### src/core/ctp_regs.vh
// register offsets, field positions, reset values and timing counts of the compact timer
// assumes: included by ctp_timer.v only
`ifndef CTP_REGS_VH
`define CTP_REGS_VH
// ****************
// register offsets
// ****************
`define CTP_OFF_MODE_CTRL 5'h00
`define CTP_OFF_RUN_CTRL  5'h04
`define CTP_OFF_FULL_CMP  5'h08
`define CTP_OFF_COUNT     5'h0C
`define CTP_OFF_FLAGS     5'h10
// ****************
// field positions
// ****************
`define CTP_MODE_HI     7
`define CTP_MODE_LO     6
`define CTP_FUNC_HI     5
`define CTP_FUNC_LO     4
`define CTP_LEVEL       3
`define CTP_INVERT      2
`define CTP_SWAP        1
`define CTP_CLRSEL      0
`define CTP_RUN_ON      3
`define CTP_PER_HI      2
`define CTP_PER_LO      0
`define CTP_FLAG_FULL   0
`define CTP_FLAG_PER    1
// ****************
// reset values and counts
// ****************
`define CTP_RST_MODE_CTRL 8'h00
`define CTP_RST_RUN_CTRL  8'h00
`define CTP_RST_FULL_CMP  10'h000
`define CTP_CNT_MAX       10'h3FF
`define CTP_PERIOD_UNIT   128
`define CTP_PRESCALE_DEF  1
`define CTP_MODE_CMP      2'h0
`define CTP_MODE_PWM      2'h2
`define CTP_MODE_TMR      2'h3
`endif

### src/core/ctp_timer.v
// compact 10-bit count-up timer with period and full-width comparators, pwm and compare output
// assumes: one 50 MHz clock, axi4-lite master on the same clock, pins driven through i/o muxes
//
// Contract
// [RULE1] period field compares against counter top three bits; zero means 1024 clocks
// [RULE2] period field zero lets the counter overflow at maximum instead of matching
// [RULE3] mode bits: 00 compare output, 10 pwm, 11 timer/counter, 01 undefined
// [RULE4] software stops timer before mode change; no pin use in timer mode
// [RULE5] compare mode full match: 00 hold, 01 low, 10 high, 11 toggle
// [RULE6] pwm mode function: 00 inactive, 01 active, 10 waveform, 11 undefined
// [RULE7] software changes function bits only while timer is off
// [RULE8] compare mode level bit gives initial pin level, 0 low 1 high
// [RULE9] pwm mode level bit gives active level; ignored in timer mode
// [RULE10] invert bit inverts the pin signal; ignored in timer mode
// [RULE11] pwm role swap: 0 period field is period; 1 full value is period
// [RULE12] clear select high clears on full match; low on period match or overflow
// [RULE13] pwm mode ignores clear select; role assignment decides the clear
// [RULE14] compare mode clear select low sets both flags on their matches
// [RULE15] compare mode clear select high never sets the period flag
// [RULE16] clear select high, full value zero: overflow at 3FF, no full flag
// [RULE17] compare mode pin changes only on full match, never on period match
// [RULE18] counter-on rising edge returns pin to initial level
// [RULE19] timer mode counts and flags like compare mode but drives no pin
// [RULE20] pwm mode sets a flag on each full match and each period match
// [RULE21] pwm duty at or above period gives 100 percent duty
// [RULE22] pwm counting continues while output is forced inactive or active
// [RULE23] counter-on rising edge zeroes counter; falling edge stops and holds count
// [RULE24] full compare value is 10 bits, compared with every counter bit
// [RULE25] pwm output active from each clear until duty match, then inactive
`timescale 1ns/1ns
`include "ctp_regs.vh"
module ctp_timer #(
  parameter CNT_W    = 10,
  parameter PRESCALE = `CTP_PRESCALE_DEF
) (
  input  wire        clock,
  input  wire        rst_n,
  input  wire [4:0]  s_axi_awaddr,
  input  wire        s_axi_awvalid,
  output wire        s_axi_awready,
  input  wire [31:0] s_axi_wdata,
  input  wire [3:0]  s_axi_wstrb,
  input  wire        s_axi_wvalid,
  output wire        s_axi_wready,
  output reg  [1:0]  s_axi_bresp,
  output reg         s_axi_bvalid,
  input  wire        s_axi_bready,
  input  wire [4:0]  s_axi_araddr,
  input  wire        s_axi_arvalid,
  output wire        s_axi_arready,
  output reg  [31:0] s_axi_rdata,
  output reg  [1:0]  s_axi_rresp,
  output reg         s_axi_rvalid,
  input  wire        s_axi_rready,
  output reg         timer_out_pin_a,
  output reg         timer_out_pin_b,
  output reg         timer_out_pin_en,
  output wire        full_cmp_flag,
  output wire        period_cmp_flag
);

  // ****************
  // register storage
  // ****************
  reg  [7:0]       mode_ctrl_q;
  reg  [7:0]       run_ctrl_q;
  reg  [CNT_W-1:0] full_cmp_value_q;
  reg  [1:0]       flags_q;
  reg  [CNT_W-1:0] count_q;
  reg  [15:0]      pre_q;
  reg              on_dly_q;
  reg              out_q;
  reg              aw_hold_q;
  reg              w_hold_q;
  reg  [4:0]       awaddr_q;
  reg  [31:0]      wdata_q;
  reg  [3:0]       wstrb_q;

  wire [1:0] op_mode   = {mode_ctrl_q[`CTP_MODE_HI], mode_ctrl_q[`CTP_MODE_LO]};
  wire [1:0] out_func  = {mode_ctrl_q[`CTP_FUNC_HI], mode_ctrl_q[`CTP_FUNC_LO]};
  wire       out_level_ctrl   = mode_ctrl_q[`CTP_LEVEL];
  wire       out_invert       = mode_ctrl_q[`CTP_INVERT];
  wire       pwm_role_swap    = mode_ctrl_q[`CTP_SWAP];
  wire       clear_source_sel = mode_ctrl_q[`CTP_CLRSEL];
  wire       counter_on       = run_ctrl_q[`CTP_RUN_ON];
  wire [2:0] period_field_bits = run_ctrl_q[`CTP_PER_HI:`CTP_PER_LO];

  assign full_cmp_flag   = flags_q[`CTP_FLAG_FULL];
  assign period_cmp_flag = flags_q[`CTP_FLAG_PER];

  // ****************
  // axi4-lite write path
  // ****************
  // address and data are latched independently, so either may arrive first
  wire do_write = aw_hold_q && w_hold_q && !s_axi_bvalid;
  assign s_axi_awready = !aw_hold_q;
  assign s_axi_wready  = !w_hold_q;
  // decode on the word address; the two low address bits are ignored
  wire [4:0] aw_word = {awaddr_q[4:2], 2'b00};
  wire wr_mode  = do_write && (aw_word == `CTP_OFF_MODE_CTRL) && wstrb_q[0];
  wire wr_run   = do_write && (aw_word == `CTP_OFF_RUN_CTRL) && wstrb_q[0];
  wire wr_full  = do_write && (aw_word == `CTP_OFF_FULL_CMP);
  wire wr_flags = do_write && (aw_word == `CTP_OFF_FLAGS) && wstrb_q[0];

  function valid_addr;
    input [4:0] a;
    begin
      valid_addr = ({a[4:2], 2'b00} <= `CTP_OFF_FLAGS);
    end
  endfunction

  always @(posedge clock or negedge rst_n)
  begin
    if (!rst_n)
    begin
      aw_hold_q    <= 1'b0;
      w_hold_q     <= 1'b0;
      awaddr_q     <= 5'h00;
      wdata_q      <= 32'h0000_0000;
      wstrb_q      <= 4'h0;
      s_axi_bvalid <= 1'b0;
      s_axi_bresp  <= 2'h0;
    end
    else
    begin
      if (s_axi_awvalid && !aw_hold_q)
      begin
        aw_hold_q <= 1'b1;
        awaddr_q  <= s_axi_awaddr;
      end
      if (s_axi_wvalid && !w_hold_q)
      begin
        w_hold_q <= 1'b1;
        wdata_q  <= s_axi_wdata;
        wstrb_q  <= s_axi_wstrb;
      end
      if (do_write)
      begin
        aw_hold_q    <= 1'b0;
        w_hold_q     <= 1'b0;
        s_axi_bvalid <= 1'b1;
        s_axi_bresp  <= valid_addr(awaddr_q) ? 2'h0 : 2'h2;
      end
      else if (s_axi_bvalid && s_axi_bready)
        s_axi_bvalid <= 1'b0;
    end
  end

  // ****************
  // axi4-lite read path
  // ****************
  assign s_axi_arready = !s_axi_rvalid;

  always @(posedge clock or negedge rst_n)
  begin
    if (!rst_n)
    begin
      s_axi_rvalid <= 1'b0;
      s_axi_rdata  <= 32'h0000_0000;
      s_axi_rresp  <= 2'h0;
    end
    else if (s_axi_arvalid && !s_axi_rvalid)
    begin
      s_axi_rvalid <= 1'b1;
      s_axi_rresp  <= valid_addr(s_axi_araddr) ? 2'h0 : 2'h2;
      case ({s_axi_araddr[4:2], 2'b00})
        `CTP_OFF_MODE_CTRL: s_axi_rdata <= {24'h000000, mode_ctrl_q};
        `CTP_OFF_RUN_CTRL:  s_axi_rdata <= {24'h000000, run_ctrl_q};
        `CTP_OFF_FULL_CMP:  s_axi_rdata <= {{(32-CNT_W){1'b0}}, full_cmp_value_q};
        `CTP_OFF_COUNT:     s_axi_rdata <= {{(32-CNT_W){1'b0}}, count_q};
        `CTP_OFF_FLAGS:     s_axi_rdata <= {{30{1'b0}}, flags_q};
        default:            s_axi_rdata <= 32'h0000_0000;
      endcase
    end
    else if (s_axi_rvalid && s_axi_rready)
      s_axi_rvalid <= 1'b0;
  end

  // ****************
  // control registers
  // ****************
  // undefined mode and function codes are stored as written and act as do-nothing
  always @(posedge clock or negedge rst_n)
  begin
    if (!rst_n)
    begin
      mode_ctrl_q      <= `CTP_RST_MODE_CTRL;
      run_ctrl_q       <= `CTP_RST_RUN_CTRL;
      full_cmp_value_q <= `CTP_RST_FULL_CMP;
    end
    else
    begin
      if (wr_mode)
        mode_ctrl_q <= wdata_q[7:0];
      if (wr_run)
        run_ctrl_q <= wdata_q[7:0];
      if (wr_full)
      begin
        if (wstrb_q[0])
          full_cmp_value_q[7:0] <= wdata_q[7:0];
        if (wstrb_q[1])
          full_cmp_value_q[CNT_W-1:8] <= wdata_q[CNT_W-1:8];
      end
    end
  end

  // ****************
  // timer clock enable
  // ****************
  // the timer clock is a one-cycle enable from a divider of the system clock
  wire tick = counter_on && (pre_q == PRESCALE[15:0] - 16'h0001);

  always @(posedge clock or negedge rst_n)
  begin
    if (!rst_n)
      pre_q <= 16'h0000;
    else if (!counter_on || tick)
      pre_q <= 16'h0000;
    else
      pre_q <= pre_q + 16'h0001;
  end

  // ****************
  // comparators and counter
  // ****************
  wire on_rise  = counter_on && !on_dly_q;
  wire is_pwm   = (op_mode == `CTP_MODE_PWM);
  wire is_cmp   = (op_mode == `CTP_MODE_CMP);
  wire is_tmr   = (op_mode == `CTP_MODE_TMR);
  // the period comparator looks at the next count, so field N clears after exactly N*128 ticks
  // and field 000 hits as the counter wraps, giving the 1024-tick period
  wire [CNT_W-1:0] cnt_nxt = count_q + 1'b1;
  wire per_hit  = (cnt_nxt[CNT_W-1:CNT_W-3] == period_field_bits) &&
                  (cnt_nxt[CNT_W-4:0] == {(CNT_W-3){1'b0}});        // see [RULE1]
  wire full_hit = (full_cmp_value_q != {CNT_W{1'b0}}) &&
                  (count_q == full_cmp_value_q);                    // see [RULE24] see [RULE16]
  wire ovf      = (count_q == `CTP_CNT_MAX);
  // period-field clear: match, or overflow when the field is zero
  wire per_clr  = per_hit || ((period_field_bits == 3'h0) && ovf);  // see [RULE2]
  wire full_clr = full_hit || ovf;
  // pwm: role bit names the comparator that sets the period
  wire clr_src  = is_pwm ? (pwm_role_swap ? full_clr : per_clr)     // see [RULE11] see [RULE13]
                         : (clear_source_sel ? full_clr : per_clr); // see [RULE12]
  wire run_mode = is_pwm || is_cmp || is_tmr;                        // see [RULE3]
  // no compare on the switch-on edge: the held count of the last run must not raise a flag
  wire step     = tick && run_mode && !on_rise;

  always @(posedge clock or negedge rst_n)
  begin
    if (!rst_n)
    begin
      count_q  <= {CNT_W{1'b0}};
      on_dly_q <= 1'b0;
    end
    else
    begin
      on_dly_q <= counter_on;
      if (on_rise)
        count_q <= {CNT_W{1'b0}};                                   // see [RULE23]
      else if (step)
        count_q <= clr_src ? {CNT_W{1'b0}} : count_q + 1'b1;
    end
  end

  // ****************
  // interrupt flags
  // ****************
  // flags are write-one-to-clear; a match in the same cycle wins over the clear
  wire set_full = step && full_hit;                                  // see [RULE20]
  wire set_per  = step && per_hit && (is_pwm || !clear_source_sel);  // see [RULE14] see [RULE15] see [RULE19]

  always @(posedge clock or negedge rst_n)
  begin
    if (!rst_n)
      flags_q <= 2'h0;
    else
    begin
      flags_q[`CTP_FLAG_FULL] <= set_full |
        (flags_q[`CTP_FLAG_FULL] & ~(wr_flags & wdata_q[`CTP_FLAG_FULL]));
      flags_q[`CTP_FLAG_PER] <= set_per |
        (flags_q[`CTP_FLAG_PER] & ~(wr_flags & wdata_q[`CTP_FLAG_PER]));
    end
  end

  // ****************
  // output logic
  // ****************
  // duty edge: the non-period comparator; duty 1024 from a zero field never falls
  wire [CNT_W:0] duty_ext = pwm_role_swap ?
                            {period_field_bits == 3'h0, period_field_bits, {(CNT_W-3){1'b0}}} :
                            {1'b0, full_cmp_value_q};
  reg            pwm_act_q;

  always @(posedge clock or negedge rst_n)
  begin
    if (!rst_n)
    begin
      out_q     <= 1'b0;
      pwm_act_q <= 1'b0;
    end
    else
    begin
      if (on_rise)
      begin
        out_q     <= out_level_ctrl;                                 // see [RULE18] see [RULE8]
        pwm_act_q <= ({1'b0, {CNT_W{1'b0}}} != duty_ext);
      end
      else if (step && is_cmp && full_hit)                           // see [RULE17]
      begin
        case (out_func)                                              // see [RULE5]
          2'h1:    out_q <= 1'b0;
          2'h2:    out_q <= 1'b1;
          2'h3:    out_q <= ~out_q;
          default: out_q <= out_q;
        endcase
      end
      // waveform keeps running whatever the function bits force
      if (!on_rise && step && is_pwm)                                // see [RULE22]
      begin
        if (clr_src)
          pwm_act_q <= ({1'b0, {CNT_W{1'b0}}} != duty_ext);          // see [RULE25]
        else if ({1'b0, count_q + 1'b1} == duty_ext)
          pwm_act_q <= 1'b0;                                         // see [RULE21]
      end
    end
  end

  reg pin_d;
  always @*
  begin
    case (out_func)                                                  // see [RULE6]
      2'h0:    pin_d = ~out_level_ctrl;
      2'h1:    pin_d = out_level_ctrl;
      2'h2:    pin_d = pwm_act_q ? out_level_ctrl : ~out_level_ctrl; // see [RULE9]
      default: pin_d = ~out_level_ctrl;
    endcase
    if (!is_pwm)
      pin_d = out_q;
  end

  always @(posedge clock or negedge rst_n)
  begin
    if (!rst_n)
    begin
      timer_out_pin_a  <= 1'b0;
      timer_out_pin_b  <= 1'b0;
      timer_out_pin_en <= 1'b0;
    end
    else
    begin
      timer_out_pin_a  <= pin_d ^ out_invert;                        // see [RULE10]
      timer_out_pin_b  <= pin_d ^ out_invert;
      timer_out_pin_en <= is_cmp || is_pwm;                          // see [RULE19] see [RULE4]
    end
  end

endmodule // ctp_timer

### config.mk
export PLATFORM = sky130hd
export DESIGN_NAME = ctp_timer
export DESIGN_NICKNAME = d
export VERILOG_FILES = /design/src/core/ctp_timer.v
export VERILOG_INCLUDE_DIRS = /design/src /design/src/core
export SDC_FILE = /design/constraint.sdc
export NUM_CORES = 1
export LEC_CHECK = 0
export BUFFER_PORTS_ARGS = -buffer_cell sky130_fd_sc_hd__buf_2
export CAP_MARGIN = 10
export CORE_MARGIN = 1
export CORE_UTILIZATION = 49
export DETAILED_ROUTE_END_ITERATION = 8
export PLACE_DENSITY_LB_ADDON = 0.1
export SLEW_MARGIN = 20
export SYNTH_ARGS = -nofsm -noshare
export SYNTH_HDL_FRONTEND = slang
export SYNTH_SLANG_ARGS = --single-unit
### constraint.sdc
create_clock -name clock -period 6.3 [get_ports clock]
set_input_delay 0.63 -clock clock [delete_from_list [all_inputs] [get_ports clock]]
set_output_delay 0.63 -clock clock [all_outputs]
set_load 0.05 [all_outputs]
==> summary.md <==
| Metric | Value |
|---|---|
| Portion of synthesized cell area occupied by the leading cell type | `43.9%` |
| Cell depth of the worst setup path | `8` |
| Most repeated library cell on the critical path | `nand3_2` |
| Width of the die | `104 um` |
| Vias per std cell | `5.64` |
| Count of cells resized by post-cts repair | `0` |
| Drt drc | `0` |
| Clock latency of the later-clocked register in the worst-skew pair | `0.36 ns` |
| Dominant cells by area after synthesis | `dfrtp_1 44%, mux2_2 9.4%, xor2_1 4.6%, buf_4 3.7%, nand2_1 3.3%` |
| Warnings, synthesis | `0` |
| CP startpoint | `count_q[0]` |
| Max-cap violation count | `0` |
| Sum Neg Setup Slack | `0 ns` |
| Total count of max-transition violations in the final report | `0` |
| Worst endpoint data arrival time | `3.78 ns` |
| Drt pass-1 iters | `5` |
| Maximum buffer depth of the clock tree | `2` |
| Most used DFF post-synth | `dfrtp_1` |
| Overall routing resource usage | `21.7%` |
| Wirelength per Cell | `16.6 um` |
| Worst min path class | `in2async` |
| Initial antenna violation count | `0` |
| Number of levels in the clock H-tree | `3` |
| Final clock period utilization by the worst path | `56.2%` |
| Worst Setup Start Kind | `flop` |
| Total gr overflow | `0` |
| Number of buffer cells added on primary ports | `46` |
| Area of the die | `10900 um2` |
| DIE HEIGHT | `104 um` |
| End of the worst register-to-register path | `count_q[4]` |
| Total core area | `9950 um2` |
| Clock root cell | `clkbuf_8` |
| Fraction of layout instances using a drive strength above 1 | `23.1%` |
| Count of routing violations after the opening detailed-route iteration | `182` |
| Crit Path Category | `reg2reg` |
| Count of mapped cells out of synthesis | `493` |
| Max Fclk | `0.283 GHz` |
| Max incr delay on CP | `0.77 ns` |
| Number of global-route vias before repair | `3550` |
| Beginning of the worst register-to-register path | `count_q[0]` |
| Boundary Pins | `99` |
| Post-synth EDFFs | `0` |
| Post-synthesis async set-or-reset flop share | `100%` |
| Initial Util | `51.5%` |
| Slack of the worst reg-to-reg path | `2.76 ns` |
| Clock-pin slew on the worst setup and hold paths | `0.10 ns` |
| Per-instance average area after synthesis | `10.4 um2` |
| Global-route wire length before repair | `18.6 mm` |
| Total of endpoints with negative setup slack in the final report | `0` |
| Slew at the pin closest to its max-slew limit | `0.918 ns` |
| Outcome | `finished, final reports clean` |
| PwrDens | `406 nW/um2` |
| Maximum net fanout on the critical path | `10` |
| Number of hold-repair buffers added at the cts stage | `0` |
| Cell area after technology mapping | `5130 um2` |
| Most common cell after layout, fill and taps aside | `dfrtp_1` |
| Capture point of the critical path | `count_q[4]` |
| Register-to-Register Path Depth | `8` |
| Leading area contributor after synthesis | `dfrtp_1` |
| Number of post-CTS setup repair buffers | `0` |
| Area Overhead vs Synth | `8.37%` |
| Number of routed nets with antenna violations | `0` |
| Leakage power | `0.00255 uW` |
| Final RePlAce weighted congestion | `0.944` |
| Largest delay share family, worst path | `simple AND/OR/NAND/NOR gates` |
| Placement-stage cell area | `5320 um2` |
| Unique cell type count in the Yosys netlist | `59` |
| Most frequent cells in the layout | `90 x dfrtp_1, 45 x nand2_1, 45 x buf_2` |
| Layout net count | `588` |
| Post-route insts no fill | `666` |
| Final hold violations | `0` |
| Antenna diode count | `0` |
| Setup repair after global routing missed its margin | `no` |
| Headroom to the max-slew limit | `38.0%` |
| DP Wirelength | `8.28 mm` |
| Worst Skew | `0.0137 ns` |
| Endpoint kind of the worst setup timing path | `flop` |
| Worst EP required | `6.54 ns` |
| Final design instance area without fill | `5560 um2` |
| Share of the yosys chip area belonging to registers | `43.9%` |
| TritonCTS clock tree | `done` |
| Worst path slowest cell | `nor4b_1` |
| Maximum number of pins on one net before global-route repair | `56` |
| Total detailed-routing wirelength | `11.1 mm` |
| Vias after detailed routing | `3758` |
| Cell total after placement | `650` |
| Minimum clock period after layout | `3.54 ns` |
| Total number of placement rows | `36` |
| Buffers and inverters on the worst path | `0` |
| Clock sinks | `90` |
| Sequence of cells on the critical path | `ha_1 -> nand4_1 -> nor2_1 -> o311ai_0 -> nor4b_1 -> nand3_2 -> nand3_2 -> o211ai_1` |
| Peak ir drop on the vdd network | `207 uV` |
| Final core occ | `55.8%` |
| Total CTS buffers | `9` |
| Flip-flop and latch count after synthesis | `90` |
-- registers in the layout, indices dropped and copies added, names as in the netlist, 2 cells and up --
register	cells
flags_q	2
wdata_q	10
mode_ctrl_q	8
awaddr_q	3
run_ctrl_q	8
pre_q	16
count_q	10
s_axi_rdata	10
full_cmp_value_q	10
wstrb_q	2
-- through the flow --
| stage | total power, uW | setup slack (ns) | hold WS [ns] |
|---|---|---|---|
| 5_1_grt | 2410 | 2.50 | 0.241 |
| 3_3_place_gp | 1790 | 2.86 | 0.463 |
| 3_5_place_dp | 1810 | 2.87 | 0.470 |
| 4_1_cts | 2270 | 2.83 | 0.233 |
| 6_report | 2260 | 2.76 | 0.223 |
| 2_1_floorplan | 1590 | 3.49 | 0.334 |
-- how the worst min path moves through the flow --
stage                      to  slack (ns)           start
2_1_floorplan       aw_hold_q        0.33           rst_n
3_3_place_gp   s_axi_rdata[1]        0.46  s_axi_rdata[1]
3_5_place_dp   s_axi_bresp[1]        0.47  s_axi_bresp[1]
4_1_cts            count_q[2]        0.23           rst_n
5_1_grt              pre_q[9]        0.24           rst_n
6_report             pre_q[9]        0.22           rst_n
-- report_power, final --
| group | leakage, uW | internal (uW) | switching (uW) |
|---|---|---|---|
| Sequential | 0.00117 | 745 | 221 |
| Combinational | 0.00127 | 357 | 480 |
| Clock | 0.000114 | 232 | 222 |
-- kinds of logic after synthesis --
logic type | share of synthesized area (%)
adder cells (fa/ha/maj) | 1.71
AND/OR/NAND/NOR | 16.6
buffers and inverters | 7.20
AO/OA/AOI/OAI | 9.54
other | 0.0732
XOR/XNOR | 6.66
flip-flops | 43.9
multiplexers | 14.3
-- layer usage --
| layer | GRT usage [%] | share of wire (%) |
|---|---|---|
| met1 | 31.1 | 48 |
| met2 | 34.1 | 46 |
| met3 | 4.32 | 4.8 |
| met4 | 4.80 | 0.94 |
| met5 | 0 | 0 |
-- area by class of cell --
cell class,count,area [um2]
inverters,17,63.8
clock inverters,7,108
flip-flops and latches,90,2250
fillers,901,4400
repair buffers,48,248
multi-input cells,362,2590
clock buffers,9,124
well taps,133,166
-- cells in the mapped netlist (3+ instances only) --
cell type  count
mux2_2        43
nand3_1       15
nor4_1         9
a22o_1         8
nor4b_1        3
mux4_2         7
buf_2          3
nor2_1        33
a21oi_1        6
buf_4         25
inv_1         17
nor2b_1       14
buf_1          4
and3_1         5
xnor2_1       12
o21a_1         4
a31oi_1        3
nor3_1        12
buf_6          4
o2111ai_1      3
nand2_1       45
ha_1           7
or4_1          3
o31ai_1        3
o211ai_1       4
dfrtp_1       90
clkbuf_1      10
mux2i_1        9
xor2_1        27
nand4_1        6
or3_1          4
o21ai_0       20
-- worst register-to-register path, cell delays in order, from the launching register on --
cell and delay [ns]:
dfrtp_1 0.58, ha_1 0.41, nand4_1 0.20, nor2_1 0.47, o311ai_0 0.19, nor4b_1 0.77, nand3_2 0.39, nand3_2 0.29
o211ai_1 0.13
No activity file was read; power rests on OpenSTA's default activity.
